File: src/inc/drr_pkg.sv
// Constants, field layout and helpers for the DMA request router.
// Assumes one clock domain; all users import the whole package.
package drr_pkg;
	// Structure
	localparam int NCH = 4;
	localparam int NGEN = 2;
	localparam int NREQ = 64;
	localparam int NSYNC = 32;
	localparam int ADDR_W = 12;
	localparam int DATA_W = 32;
	localparam int NIRQ = NCH + NGEN;

	// Field layout of the channel and generator configuration words
	localparam int REQ_SEL_LSB = 0;
	localparam int REQ_SEL_W = 6;
	localparam int SYNC_EN_BIT = 16;
	localparam int POL_LSB = 17;
	localparam int POL_W = 2;
	localparam int NB_LSB = 19;
	localparam int NB_W = 5;
	localparam int SID_LSB = 24;
	localparam int SID_W = 5;
	localparam int GSEL_LSB = 0;
	localparam int GEN_EN_BIT = 16;

	// Writable bits of each configuration word
	localparam logic [DATA_W-1:0] CCFG_MASK = 32'h1fff_003f;
	localparam logic [DATA_W-1:0] GCFG_MASK = 32'h00ff_001f;
	localparam logic [DATA_W-1:0] RESET_WORD = 32'h0000_0000;

	// Register byte addresses
	localparam logic [ADDR_W-1:0] CCFG_BASE = 12'h000;
	localparam logic [ADDR_W-1:0] GCFG_BASE = 12'h020;
	localparam logic [ADDR_W-1:0] CH_STAT_ADDR = 12'h080;
	localparam logic [ADDR_W-1:0] CH_CLR_ADDR = 12'h084;
	localparam logic [ADDR_W-1:0] GEN_STAT_ADDR = 12'h088;
	localparam logic [ADDR_W-1:0] GEN_CLR_ADDR = 12'h08c;
	localparam logic [ADDR_W-1:0] IRQ_STAT_ADDR = 12'h090;
	localparam logic [ADDR_W-1:0] IRQ_MASK_ADDR = 12'h094;

	// Synchronization / trigger polarity encodings
	localparam logic [POL_W-1:0] POL_NONE = 2'h0;
	localparam logic [POL_W-1:0] POL_RISE = 2'h1;
	localparam logic [POL_W-1:0] POL_FALL = 2'h2;
	localparam logic [POL_W-1:0] POL_BOTH = 2'h3;

	localparam logic [NB_W-1:0] NB_ZERO = 5'h00;

	typedef enum logic [0:0] {
		DRR_G_IDLE = 1'b0,
		DRR_G_BUSY = 1'b1
	} drr_gst_e;

	// Edge of the selected input as chosen by the polarity field
	function automatic logic drr_edge(input logic [POL_W-1:0] pol,
		input logic prev, input logic cur);
		case (pol)
			POL_RISE: drr_edge = cur & ~prev;
			POL_FALL: drr_edge = ~cur & prev;
			POL_BOTH: drr_edge = cur ^ prev;
			default: drr_edge = 1'b0;
		endcase
	endfunction : drr_edge
endpackage : drr_pkg

File: src/hw/drr_chan.sv
// One router channel: picks a request, optionally gated by a sync event.
// Assumes the configuration inputs come straight from the register file.
`timescale 1ns/1ps
module drr_chan
	import drr_pkg::*;
(
	input wire logic core_clk,
	input wire logic reset_n,
	input wire logic ce,
	input wire logic sync_enable,
	input wire logic [POL_W-1:0] sync_polarity,
	input wire logic [REQ_SEL_W-1:0] request_select,
	input wire logic [SID_W-1:0] sync_input_select,
	input wire logic [NB_W-1:0] fwd_count,
	input wire logic cfg_wr,
	input wire logic [NREQ-1:0] req_all,
	input wire logic [NSYNC-1:0] sync_in,
	input wire logic dma_ack,
	output logic dma_req,
	output logic served,
	output logic sync_ovr
);
	logic prev_r;
	logic cfg_wr_d_r;
	logic open_r;
	logic [NB_W-1:0] cnt_r;
	logic open_nxt;
	logic [NB_W-1:0] cnt_nxt;

	// Selection is purely combinational, so a new select acts at once
	wire sel_req = req_all[request_select];
	wire sel_sync = sync_in[sync_input_select];
	// Edge suppressed right after a config write: prev still holds old input
	wire sync_evt = sync_enable && !cfg_wr_d_r &&
		drr_edge(sync_polarity, prev_r, sel_sync);
	wire last_ack = open_r && served && (cnt_r == NB_ZERO);

	assign dma_req = sync_enable ? (open_r & sel_req) : sel_req;
	assign served = dma_ack & dma_req;
	// Event while the window is still open, final ack cycle included
	assign sync_ovr = sync_evt && open_r;

	// Window of forwarded requests after each sync event that finds it closed
	always_comb begin
		open_nxt = open_r;
		cnt_nxt = cnt_r;
		if (!sync_enable) begin
			open_nxt = 1'b0;
		end else if (sync_evt && !open_r) begin
			open_nxt = 1'b1;
			cnt_nxt = fwd_count;
		end else if (last_ack) begin
			open_nxt = 1'b0;
		end else if (open_r && served) begin
			cnt_nxt = cnt_r - 5'h01;
		end
	end

	always_ff @(posedge core_clk) begin
		if (!reset_n) begin
			prev_r <= 1'b0;
			cfg_wr_d_r <= 1'b0;
			open_r <= 1'b0;
			cnt_r <= NB_ZERO;
		end else if (ce) begin
			prev_r <= sel_sync;
			cfg_wr_d_r <= cfg_wr;
			open_r <= open_nxt;
			cnt_r <= cnt_nxt;
		end
	end
endmodule : drr_chan

File: src/hw/drr_gen.sv
// Request generator: turns each trigger taken while idle into a burst of requests.
// Assumes gen_ack pulses once per served request while req is high.
`timescale 1ns/1ps
module drr_gen
	import drr_pkg::*;
(
	input wire logic core_clk,
	input wire logic reset_n,
	input wire logic ce,
	input wire logic gen_enable,
	input wire logic [POL_W-1:0] trig_polarity,
	input wire logic [SID_W-1:0] trig_select,
	input wire logic [NB_W-1:0] generated_request_count,
	input wire logic [NSYNC-1:0] sync_in,
	input wire logic gen_ack,
	output logic gen_req,
	output logic trig_ovr
);
	drr_gst_e state_r;
	drr_gst_e state_nxt;
	logic prev_r;
	logic [NB_W-1:0] cnt_r;
	logic [NB_W-1:0] cnt_nxt;

	wire trig = sync_in[trig_select];
	wire evt = gen_enable && drr_edge(trig_polarity, prev_r, trig);
	wire busy = (state_r == DRR_G_BUSY);

	assign gen_req = busy;
	// Busy still covers the cycle of the final ack
	assign trig_ovr = evt && busy;

	// Burst sequencer; count field holds requests minus one
	always_comb begin
		state_nxt = state_r;
		cnt_nxt = cnt_r;
		case (state_r)
			DRR_G_IDLE: begin
				if (evt) begin
					state_nxt = DRR_G_BUSY;
					cnt_nxt = generated_request_count;
				end
			end
			DRR_G_BUSY: begin
				if (gen_ack && cnt_r == NB_ZERO) begin
					state_nxt = DRR_G_IDLE;
				end else if (gen_ack) begin
					cnt_nxt = cnt_r - 5'h01;
				end
			end
			default: state_nxt = DRR_G_IDLE;
		endcase
	end

	always_ff @(posedge core_clk) begin
		if (!reset_n) begin
			state_r <= DRR_G_IDLE;
			prev_r <= 1'b0;
			cnt_r <= NB_ZERO;
		end else if (ce) begin
			state_r <= state_nxt;
			prev_r <= trig;
			cnt_r <= cnt_nxt;
		end
	end
endmodule : drr_gen

File: src/hw/drr_top.sv
// What this block does
// - Writing one to a channel clear bit clears that sync overrun flag.
// - A sync overrun that meets a clear write still sets its flag.
// - Writing one to a generator clear bit clears its trigger overrun.
// - A trigger overrun that meets a clear write still sets its flag.
// - A trigger during a burst, final ack cycle included, is overrun.
// - Each trigger taken while idle yields the full programmed number of requests.
// - Each channel holds enable, polarity, request and sync selects.
// - A config write that changes the request select routes the new one.
//
// Router top: register file, channels, generators and interrupt.
// Assumes a single-cycle strobe master and synchronous inputs.
`timescale 1ns/1ps
module drr_top
	import drr_pkg::*;
(
	input wire logic core_clk,
	input wire logic reset_n,
	input wire logic ce,
	input wire logic [ADDR_W-1:0] reg_addr,
	input wire logic [DATA_W-1:0] reg_wdata,
	input wire logic reg_wr,
	input wire logic reg_rd,
	output logic [DATA_W-1:0] reg_rdata,
	input wire logic [NREQ-1:0] periph_req,
	input wire logic [NSYNC-1:0] sync_in,
	output logic [NCH-1:0] dma_req,
	input wire logic [NCH-1:0] dma_ack,
	output logic irq
);
	logic [DATA_W-1:0] ccfg_r [NCH];
	logic [DATA_W-1:0] gcfg_r [NGEN];
	logic [NCH-1:0] sovr_r;
	logic [NGEN-1:0] tovr_r;
	logic [NIRQ-1:0] irq_stat_r;
	logic [NIRQ-1:0] irq_mask_r;
	logic [DATA_W-1:0] rdata_r;
	logic [DATA_W-1:0] rd_mux;

	logic [NCH-1:0] ch_ovr;
	logic [NCH-1:0] ch_served;
	logic [NCH-1:0] ch_cfg_wr;
	logic [NGEN-1:0] g_req;
	logic [NGEN-1:0] g_ovr;
	logic [NGEN-1:0] g_ack;
	logic [NREQ-1:0] req_all;

	// Address decode; only aligned words are mapped
	wire aligned = (reg_addr[1:0] == 2'h0);
	wire ccfg_hit = aligned && (reg_addr[ADDR_W-1:4] == CCFG_BASE[ADDR_W-1:4]);
	wire gcfg_hit = aligned && (reg_addr[ADDR_W-1:3] == GCFG_BASE[ADDR_W-1:3]);
	wire [1:0] ch_idx = reg_addr[3:2];
	wire [0:0] g_idx = reg_addr[2:2];
	wire ch_clr_wr = reg_wr && (reg_addr == CH_CLR_ADDR);
	wire g_clr_wr = reg_wr && (reg_addr == GEN_CLR_ADDR);
	wire irq_rd = reg_rd && (reg_addr == IRQ_STAT_ADDR);
	wire mask_wr = reg_wr && (reg_addr == IRQ_MASK_ADDR);

	// Clear masks from the written data, one bit per channel or generator
	wire [NCH-1:0] ch_clr = ch_clr_wr ? reg_wdata[NCH-1:0] : '0;
	wire [NGEN-1:0] g_clr = g_clr_wr ? reg_wdata[NGEN-1:0] : '0;
	// Set after clear so a coincident event from any channel survives
	wire [NCH-1:0] sovr_nxt = (sovr_r & ~ch_clr) | ch_ovr;
	wire [NGEN-1:0] tovr_nxt = (tovr_r & ~g_clr) | g_ovr;
	wire [NIRQ-1:0] irq_evt = {g_ovr, ch_ovr};
	wire [NIRQ-1:0] irq_clr = irq_rd ? irq_stat_r : '0;
	wire [NIRQ-1:0] irq_nxt = (irq_stat_r & ~irq_clr) | irq_evt;

	// Generator outputs occupy the lowest request indices
	assign req_all = {periph_req[NREQ-1:NGEN], g_req};
	assign irq = |(irq_stat_r & irq_mask_r);
	assign reg_rdata = rdata_r;

	// Read mux; unmapped addresses read as zero
	always_comb begin
		rd_mux = RESET_WORD;
		if (ccfg_hit) begin
			rd_mux = ccfg_r[ch_idx];
		end else if (gcfg_hit) begin
			rd_mux = gcfg_r[g_idx];
		end else if (reg_addr == CH_STAT_ADDR) begin
			rd_mux[NCH-1:0] = sovr_r;
		end else if (reg_addr == GEN_STAT_ADDR) begin
			rd_mux[NGEN-1:0] = tovr_r;
		end else if (reg_addr == IRQ_STAT_ADDR) begin
			rd_mux[NIRQ-1:0] = irq_stat_r;
		end else if (reg_addr == IRQ_MASK_ADDR) begin
			rd_mux[NIRQ-1:0] = irq_mask_r;
		end
	end

	// Flags, mask and read data
	always_ff @(posedge core_clk) begin
		if (!reset_n) begin
			sovr_r <= '0;
			tovr_r <= '0;
			irq_stat_r <= '0;
			irq_mask_r <= '0;
			rdata_r <= RESET_WORD;
		end else if (ce) begin
			sovr_r <= sovr_nxt;
			tovr_r <= tovr_nxt;
			irq_stat_r <= irq_nxt;
			if (mask_wr) begin
				irq_mask_r <= reg_wdata[NIRQ-1:0];
			end
			rdata_r <= reg_rd ? rd_mux : RESET_WORD;
		end
	end

	// Channels with their configuration words
	genvar c;
	generate
		for (c = 0; c < NCH; c++) begin : g_ch
			wire [DATA_W-1:0] w = ccfg_r[c];
			assign ch_cfg_wr[c] = reg_wr && ccfg_hit && (ch_idx == 2'(c));

			// Configuration word with its writable fields only
			always_ff @(posedge core_clk) begin
				if (!reset_n) begin
					ccfg_r[c] <= RESET_WORD;
				end else if (ce && ch_cfg_wr[c]) begin
					ccfg_r[c] <= reg_wdata & CCFG_MASK;
				end
			end

			drr_chan u_chan (
				.core_clk(core_clk),
				.reset_n(reset_n),
				.ce(ce),
				.sync_enable(w[SYNC_EN_BIT]),
				.sync_polarity(w[POL_LSB +: POL_W]),
				.request_select(w[REQ_SEL_LSB +: REQ_SEL_W]),
				.sync_input_select(w[SID_LSB +: SID_W]),
				.fwd_count(w[NB_LSB +: NB_W]),
				.cfg_wr(ch_cfg_wr[c]),
				.req_all(req_all),
				.sync_in(sync_in),
				.dma_ack(dma_ack[c]),
				.dma_req(dma_req[c]),
				.served(ch_served[c]),
				.sync_ovr(ch_ovr[c])
			);
		end
	endgenerate

	// Generators; a serve on any channel selecting one acks it
	genvar g;
	generate
		for (g = 0; g < NGEN; g++) begin : g_gen
			wire [DATA_W-1:0] w = gcfg_r[g];
			logic [NCH-1:0] hit;

			for (genvar k = 0; k < NCH; k++) begin : g_ack_or
				assign hit[k] = ch_served[k] &&
					(ccfg_r[k][REQ_SEL_LSB +: REQ_SEL_W] == REQ_SEL_W'(g));
			end
			assign g_ack[g] = |hit;

			always_ff @(posedge core_clk) begin
				if (!reset_n) begin
					gcfg_r[g] <= RESET_WORD;
				end else if (ce && reg_wr && gcfg_hit && g_idx == 1'(g)) begin
					gcfg_r[g] <= reg_wdata & GCFG_MASK;
				end
			end

			drr_gen u_gen (
				.core_clk(core_clk),
				.reset_n(reset_n),
				.ce(ce),
				.gen_enable(w[GEN_EN_BIT]),
				.trig_polarity(w[POL_LSB +: POL_W]),
				.trig_select(w[GSEL_LSB +: SID_W]),
				.generated_request_count(w[NB_LSB +: NB_W]),
				.sync_in(sync_in),
				.gen_ack(g_ack[g]),
				.gen_req(g_req[g]),
				.trig_ovr(g_ovr[g])
			);
		end
	endgenerate
endmodule : drr_top

File: config.mk
export PLATFORM = sky130hd
export DESIGN_NAME = drr_top
export DESIGN_NICKNAME = d
export VERILOG_FILES = /design/src/inc/drr_pkg.sv /design/src/hw/drr_chan.sv /design/src/hw/drr_gen.sv /design/src/hw/drr_top.sv
export SDC_FILE = /design/constraint.sdc
export NUM_CORES = 1
export LEC_CHECK = 0
export BUFFER_PORTS_ARGS = -buffer_cell sky130_fd_sc_hd__buf_4
export CAP_MARGIN = 25
export CORE_ASPECT_RATIO = 1.4
export CORE_UTILIZATION = 50
export CTS_BUF_LIST = sky130_fd_sc_hd__clkbuf_8 sky130_fd_sc_hd__clkbuf_16
export CTS_CLUSTER_DIAMETER = 30
export DETAILED_ROUTE_END_ITERATION = 16
export GPL_TIMING_DRIVEN = 0
export PLACE_DENSITY_LB_ADDON = 0.08
export SYNTH_ARGS = -nofsm -noshare
export SYNTH_HDL_FRONTEND = slang
export SYNTH_SLANG_ARGS = --single-unit
File: constraint.sdc
create_clock -name core_clk -period 4.5 [get_ports core_clk]
set_clock_uncertainty 0.05 [all_clocks]
set_input_delay 0.45 -clock core_clk [delete_from_list [all_inputs] [get_ports core_clk]]
set_output_delay 0.45 -clock core_clk [all_outputs]
set_load 0.02 [all_outputs]
==> results.cfg <==
[status]
status = finished clean

[finish]
num-nets-final = 1567
fill_cells = 2240
finish.instance_area_sq_mm = 0.0156
area_growth_syn_to_layout_pct = 18.2
layout-drive-gt1-share_pct = 28.5

[power]
vdd_drop_max_uv = 300
powerDensity_mw_per_mm2 = 283
p_leak_nw = 5.89

[placement]
dp_hpwl_mm = 33.7
pre_cts_ws_ns = -0.163
dpl_cell_area_sq_mm = 0.0149
place_congestion = 0.990
numPortBuffers = 154

[timing]
fmax_mhz = 240
period_minus_slack_ns = 4.16
max_slew_margin_pct = 32.5
rsz0062_at_grt = false
setup_ws_ns = 0.336
finalSetupViolCount = 0
fin_crit_sh_pct = 92.5
final-max-slew-violation-count = 0
tightest_slew_ns = 1.01
finalHoldViolCount = 0
fin_setup_tns_ns = 0

[logic_synthesis]
synth.most_common_cell = mux4_2
synth_area_sq_mm = 0.0132
syn-instance-count = 1208
synth_area_leaders = edfxtp_1, mux4_2, dfxtp_1
synth_top_cell_by_area = edfxtp_1
syn-mean-instance-area_sq_um = 10.9
synth_edf_count = 102
synthTopCellsByCount = mux4_2, and2_1, edfxtp_1, nand2_1, dfxtp_1
synth.distinct_cells = 77
ys.flop_type = edfxtp_1
ys_seq_area_share_pct = 35.8
synth_top_cell_area_share_pct = 23.2
yosys_warnings = 0
synth_seq_cells = 185
async_flop_share_pct = 0

[critical_path]
ff2ff_path_depth = 13
cp-start-kind = flop
crit_path_end_kind = flop
worstPathMaxFanout = 10
crit_type = flop to flop
critPathRequiredTime_ns = 4.83
arrival_ns = 4.49

[detailed_routing]
route.final.wire_length_mm = 43.0
drt_iter0_markers = 936
viasPerCell = 6.38
vias = 11100
wl_per_cell_um = 24.8
drt-pass1-iter-count = 6
drc = 0
detail-route-antenna-nets = 0

[clocking]
cts-root-buf = clkbuf_16
cts_buffer_depth = 2
clkSinkCount = 185
clkTransAtPathRegs_ns = 0.08
numCtsBuffers = 17
cts_tree = built
hold_buffers = 0
clk_latency_ns = 0.45
htree_levels = 4

[die]
die_x_um = 139
core_sq_mm = 0.0260
initial_core_util_pct = 50.8
die_area_sq_mm = 0.0271
io_pins = 186
die_height_um = 194
row_count = 70

[worst_hold_path]
min_path_cells = 2
hold_path.class = input pin to flop

[grt]
antenna_found_initial = 1
grt_first_pass_wirelength_mm = 65.7
grt_pass1_vias = 11000
grt.overflow.total = 0
grt_max_degree = 20
track_usage_pct = 32.8

[job]
cap_viol_max_count = 0
==> cells by family (layout without fill, tap and decap cells) <==
| logic type | count (synthesis) | count (layout) | synth area share (%) |
|---|---|---|---|
| adder cells (fa/ha/maj) | 23 | 23 | 2.18 |
| multiplexers | 204 | 204 | 28.0 |
| XOR/XNOR | 3 | 3 | 0.199 |
| AO/OA/AOI/OAI | 221 | 221 | 11.4 |
| buffers and inverters | 141 | 329 | 4.95 |
| AND/OR/NAND/NOR | 430 | 430 | 17.4 |
| flip-flops | 185 | 185 | 35.8 |
| other | 1 | 15 | 0.0284 |
==> flip-flops by register name (all words and copies together), names as in the netlist <==
signal / count
tovr_r: 2
g_gen.u_gen.cnt_r: 10
g_ch.u_chan.cnt_r: 20
gcfg_r: 26
ccfg_r: 76
g_gen.u_gen.gen_req: 2
g_ch.u_chan.cfg_wr_d_r: 4
g_ch.u_chan.open_r: 4
g_gen.u_gen.prev_r: 2
reg_rdata: 19
g_ch.u_chan.prev_r: 4
sovr_r: 4
irq_mask_r: 6
irq_stat_r: 6
==> layer usage <==
layer | vias to the layer above | global-route usage [%] | part of all wire, %
met5 | - | 0 | 0.028
met4 | 2 | 19.6 | 5.6
met3 | 117 | 4.78 | 7.1
met2 | 543 | 55.7 | 50
met1 | 5425 | 39.5 | 37
li1 | 4983 | - | -
==> metrics by stage <==
stage / std cells / hold slack (ns) / util (%) / power [mW]
after global routing: 1732 / 0.233 / 60.0 / 4.58
after floorplan: 1220 / 0.377 / - / 2.52
after global placement: 1698 / 0.389 / 57.0 / 2.87
after CTS: 1732 / 0.227 / 59.7 / 4.41
final: 1734 / 0.237 / 60.0 / 4.42
after detailed placement: 1702 / 0.396 / 57.4 / 2.89
==> critical path, stage by stage, from the launching register on <==
cell and delay, ns:
edfxtp_1 0.39, buf_12 0.16, mux4_2 0.49, mux4_2 0.54, mux2i_1 0.35, ha_1 0.31, nor2b_1 0.10, o21ai_0 0.09
a21oi_1 0.31, nor2b_1 0.37, clkbuf_1 0.35, a21oi_1 0.11, or3_1 0.32, a21oi_1 0.14
==> repair_timing <==
item                                    4_1_cts  5_1_grt
buffers inserted                              0        4
resized for setup                             0        1
hold endpoints to repair                      0        0
cloned                                        0        0
endpoints found under the setup margin        7       26
==> placed cells by master, fill, tap and decap left out, types with 6 or more instances in the layout <==
master and n:
buf_4 173, mux4_2 130, and2_1 114, edfxtp_1 102, nand2_1 96, dfxtp_1 83
mux2i_1 68, nor2_1 66, a21oi_1 64, clkbuf_1 53, inv_1 41, o21ai_0 41
nor2b_1 25, nand3_1 23, ha_1 23, nor3_1 21, a32oi_1 17, clkbuf_16 17
conb_1 13, or2_2 12, a211oi_1 12, nand2b_1 11, buf_2 10, nand3b_1 9
o22ai_1 9, a22oi_1 8, nor4_1 7, nor3b_1 7, a21o_1 7, buf_1 7
or3_1 7, nand4_1 7, o21ai_2 6, and3_1 6
==> report_power, final <==
part	switching, mW	internal (mW)
registers	0.0764	1.85
logic	0.494	0.459
clock network	0.751	0.799
==> layout make-up <==
class	instances	area, sq um	area share (%)
diodes	2	5.00	0.0321
plain buffers	94	478	3.06
clock buffers	17	425	2.72
clock inverters	15	181	1.16
inverters	40	150	0.962
multi-input cells	894	7910	50.6
flip-flops and latches	185	4720	30.3
well taps	324	405	2.60
repair buffers	163	1340	8.56
==> path summary, 6_finish.rpt <==
check	startpoint	slack, ns	to
worst max-delay path	ccfg_r[3][14]	0.34	g_ch[3].u_chan.cnt_r[2]
worst max register to register	ccfg_r[3][14]	0.34	g_ch[3].u_chan.cnt_r[2]
worst min register to register	g_ch[1].u_chan.cfg_wr_d_r	0.42	g_ch[1].u_chan.cfg_wr_d_r
worst min-delay path	reg_wdata[25]	0.24	ccfg_r[2][15]
Note: power is estimated with default switching activity, not from simulation.
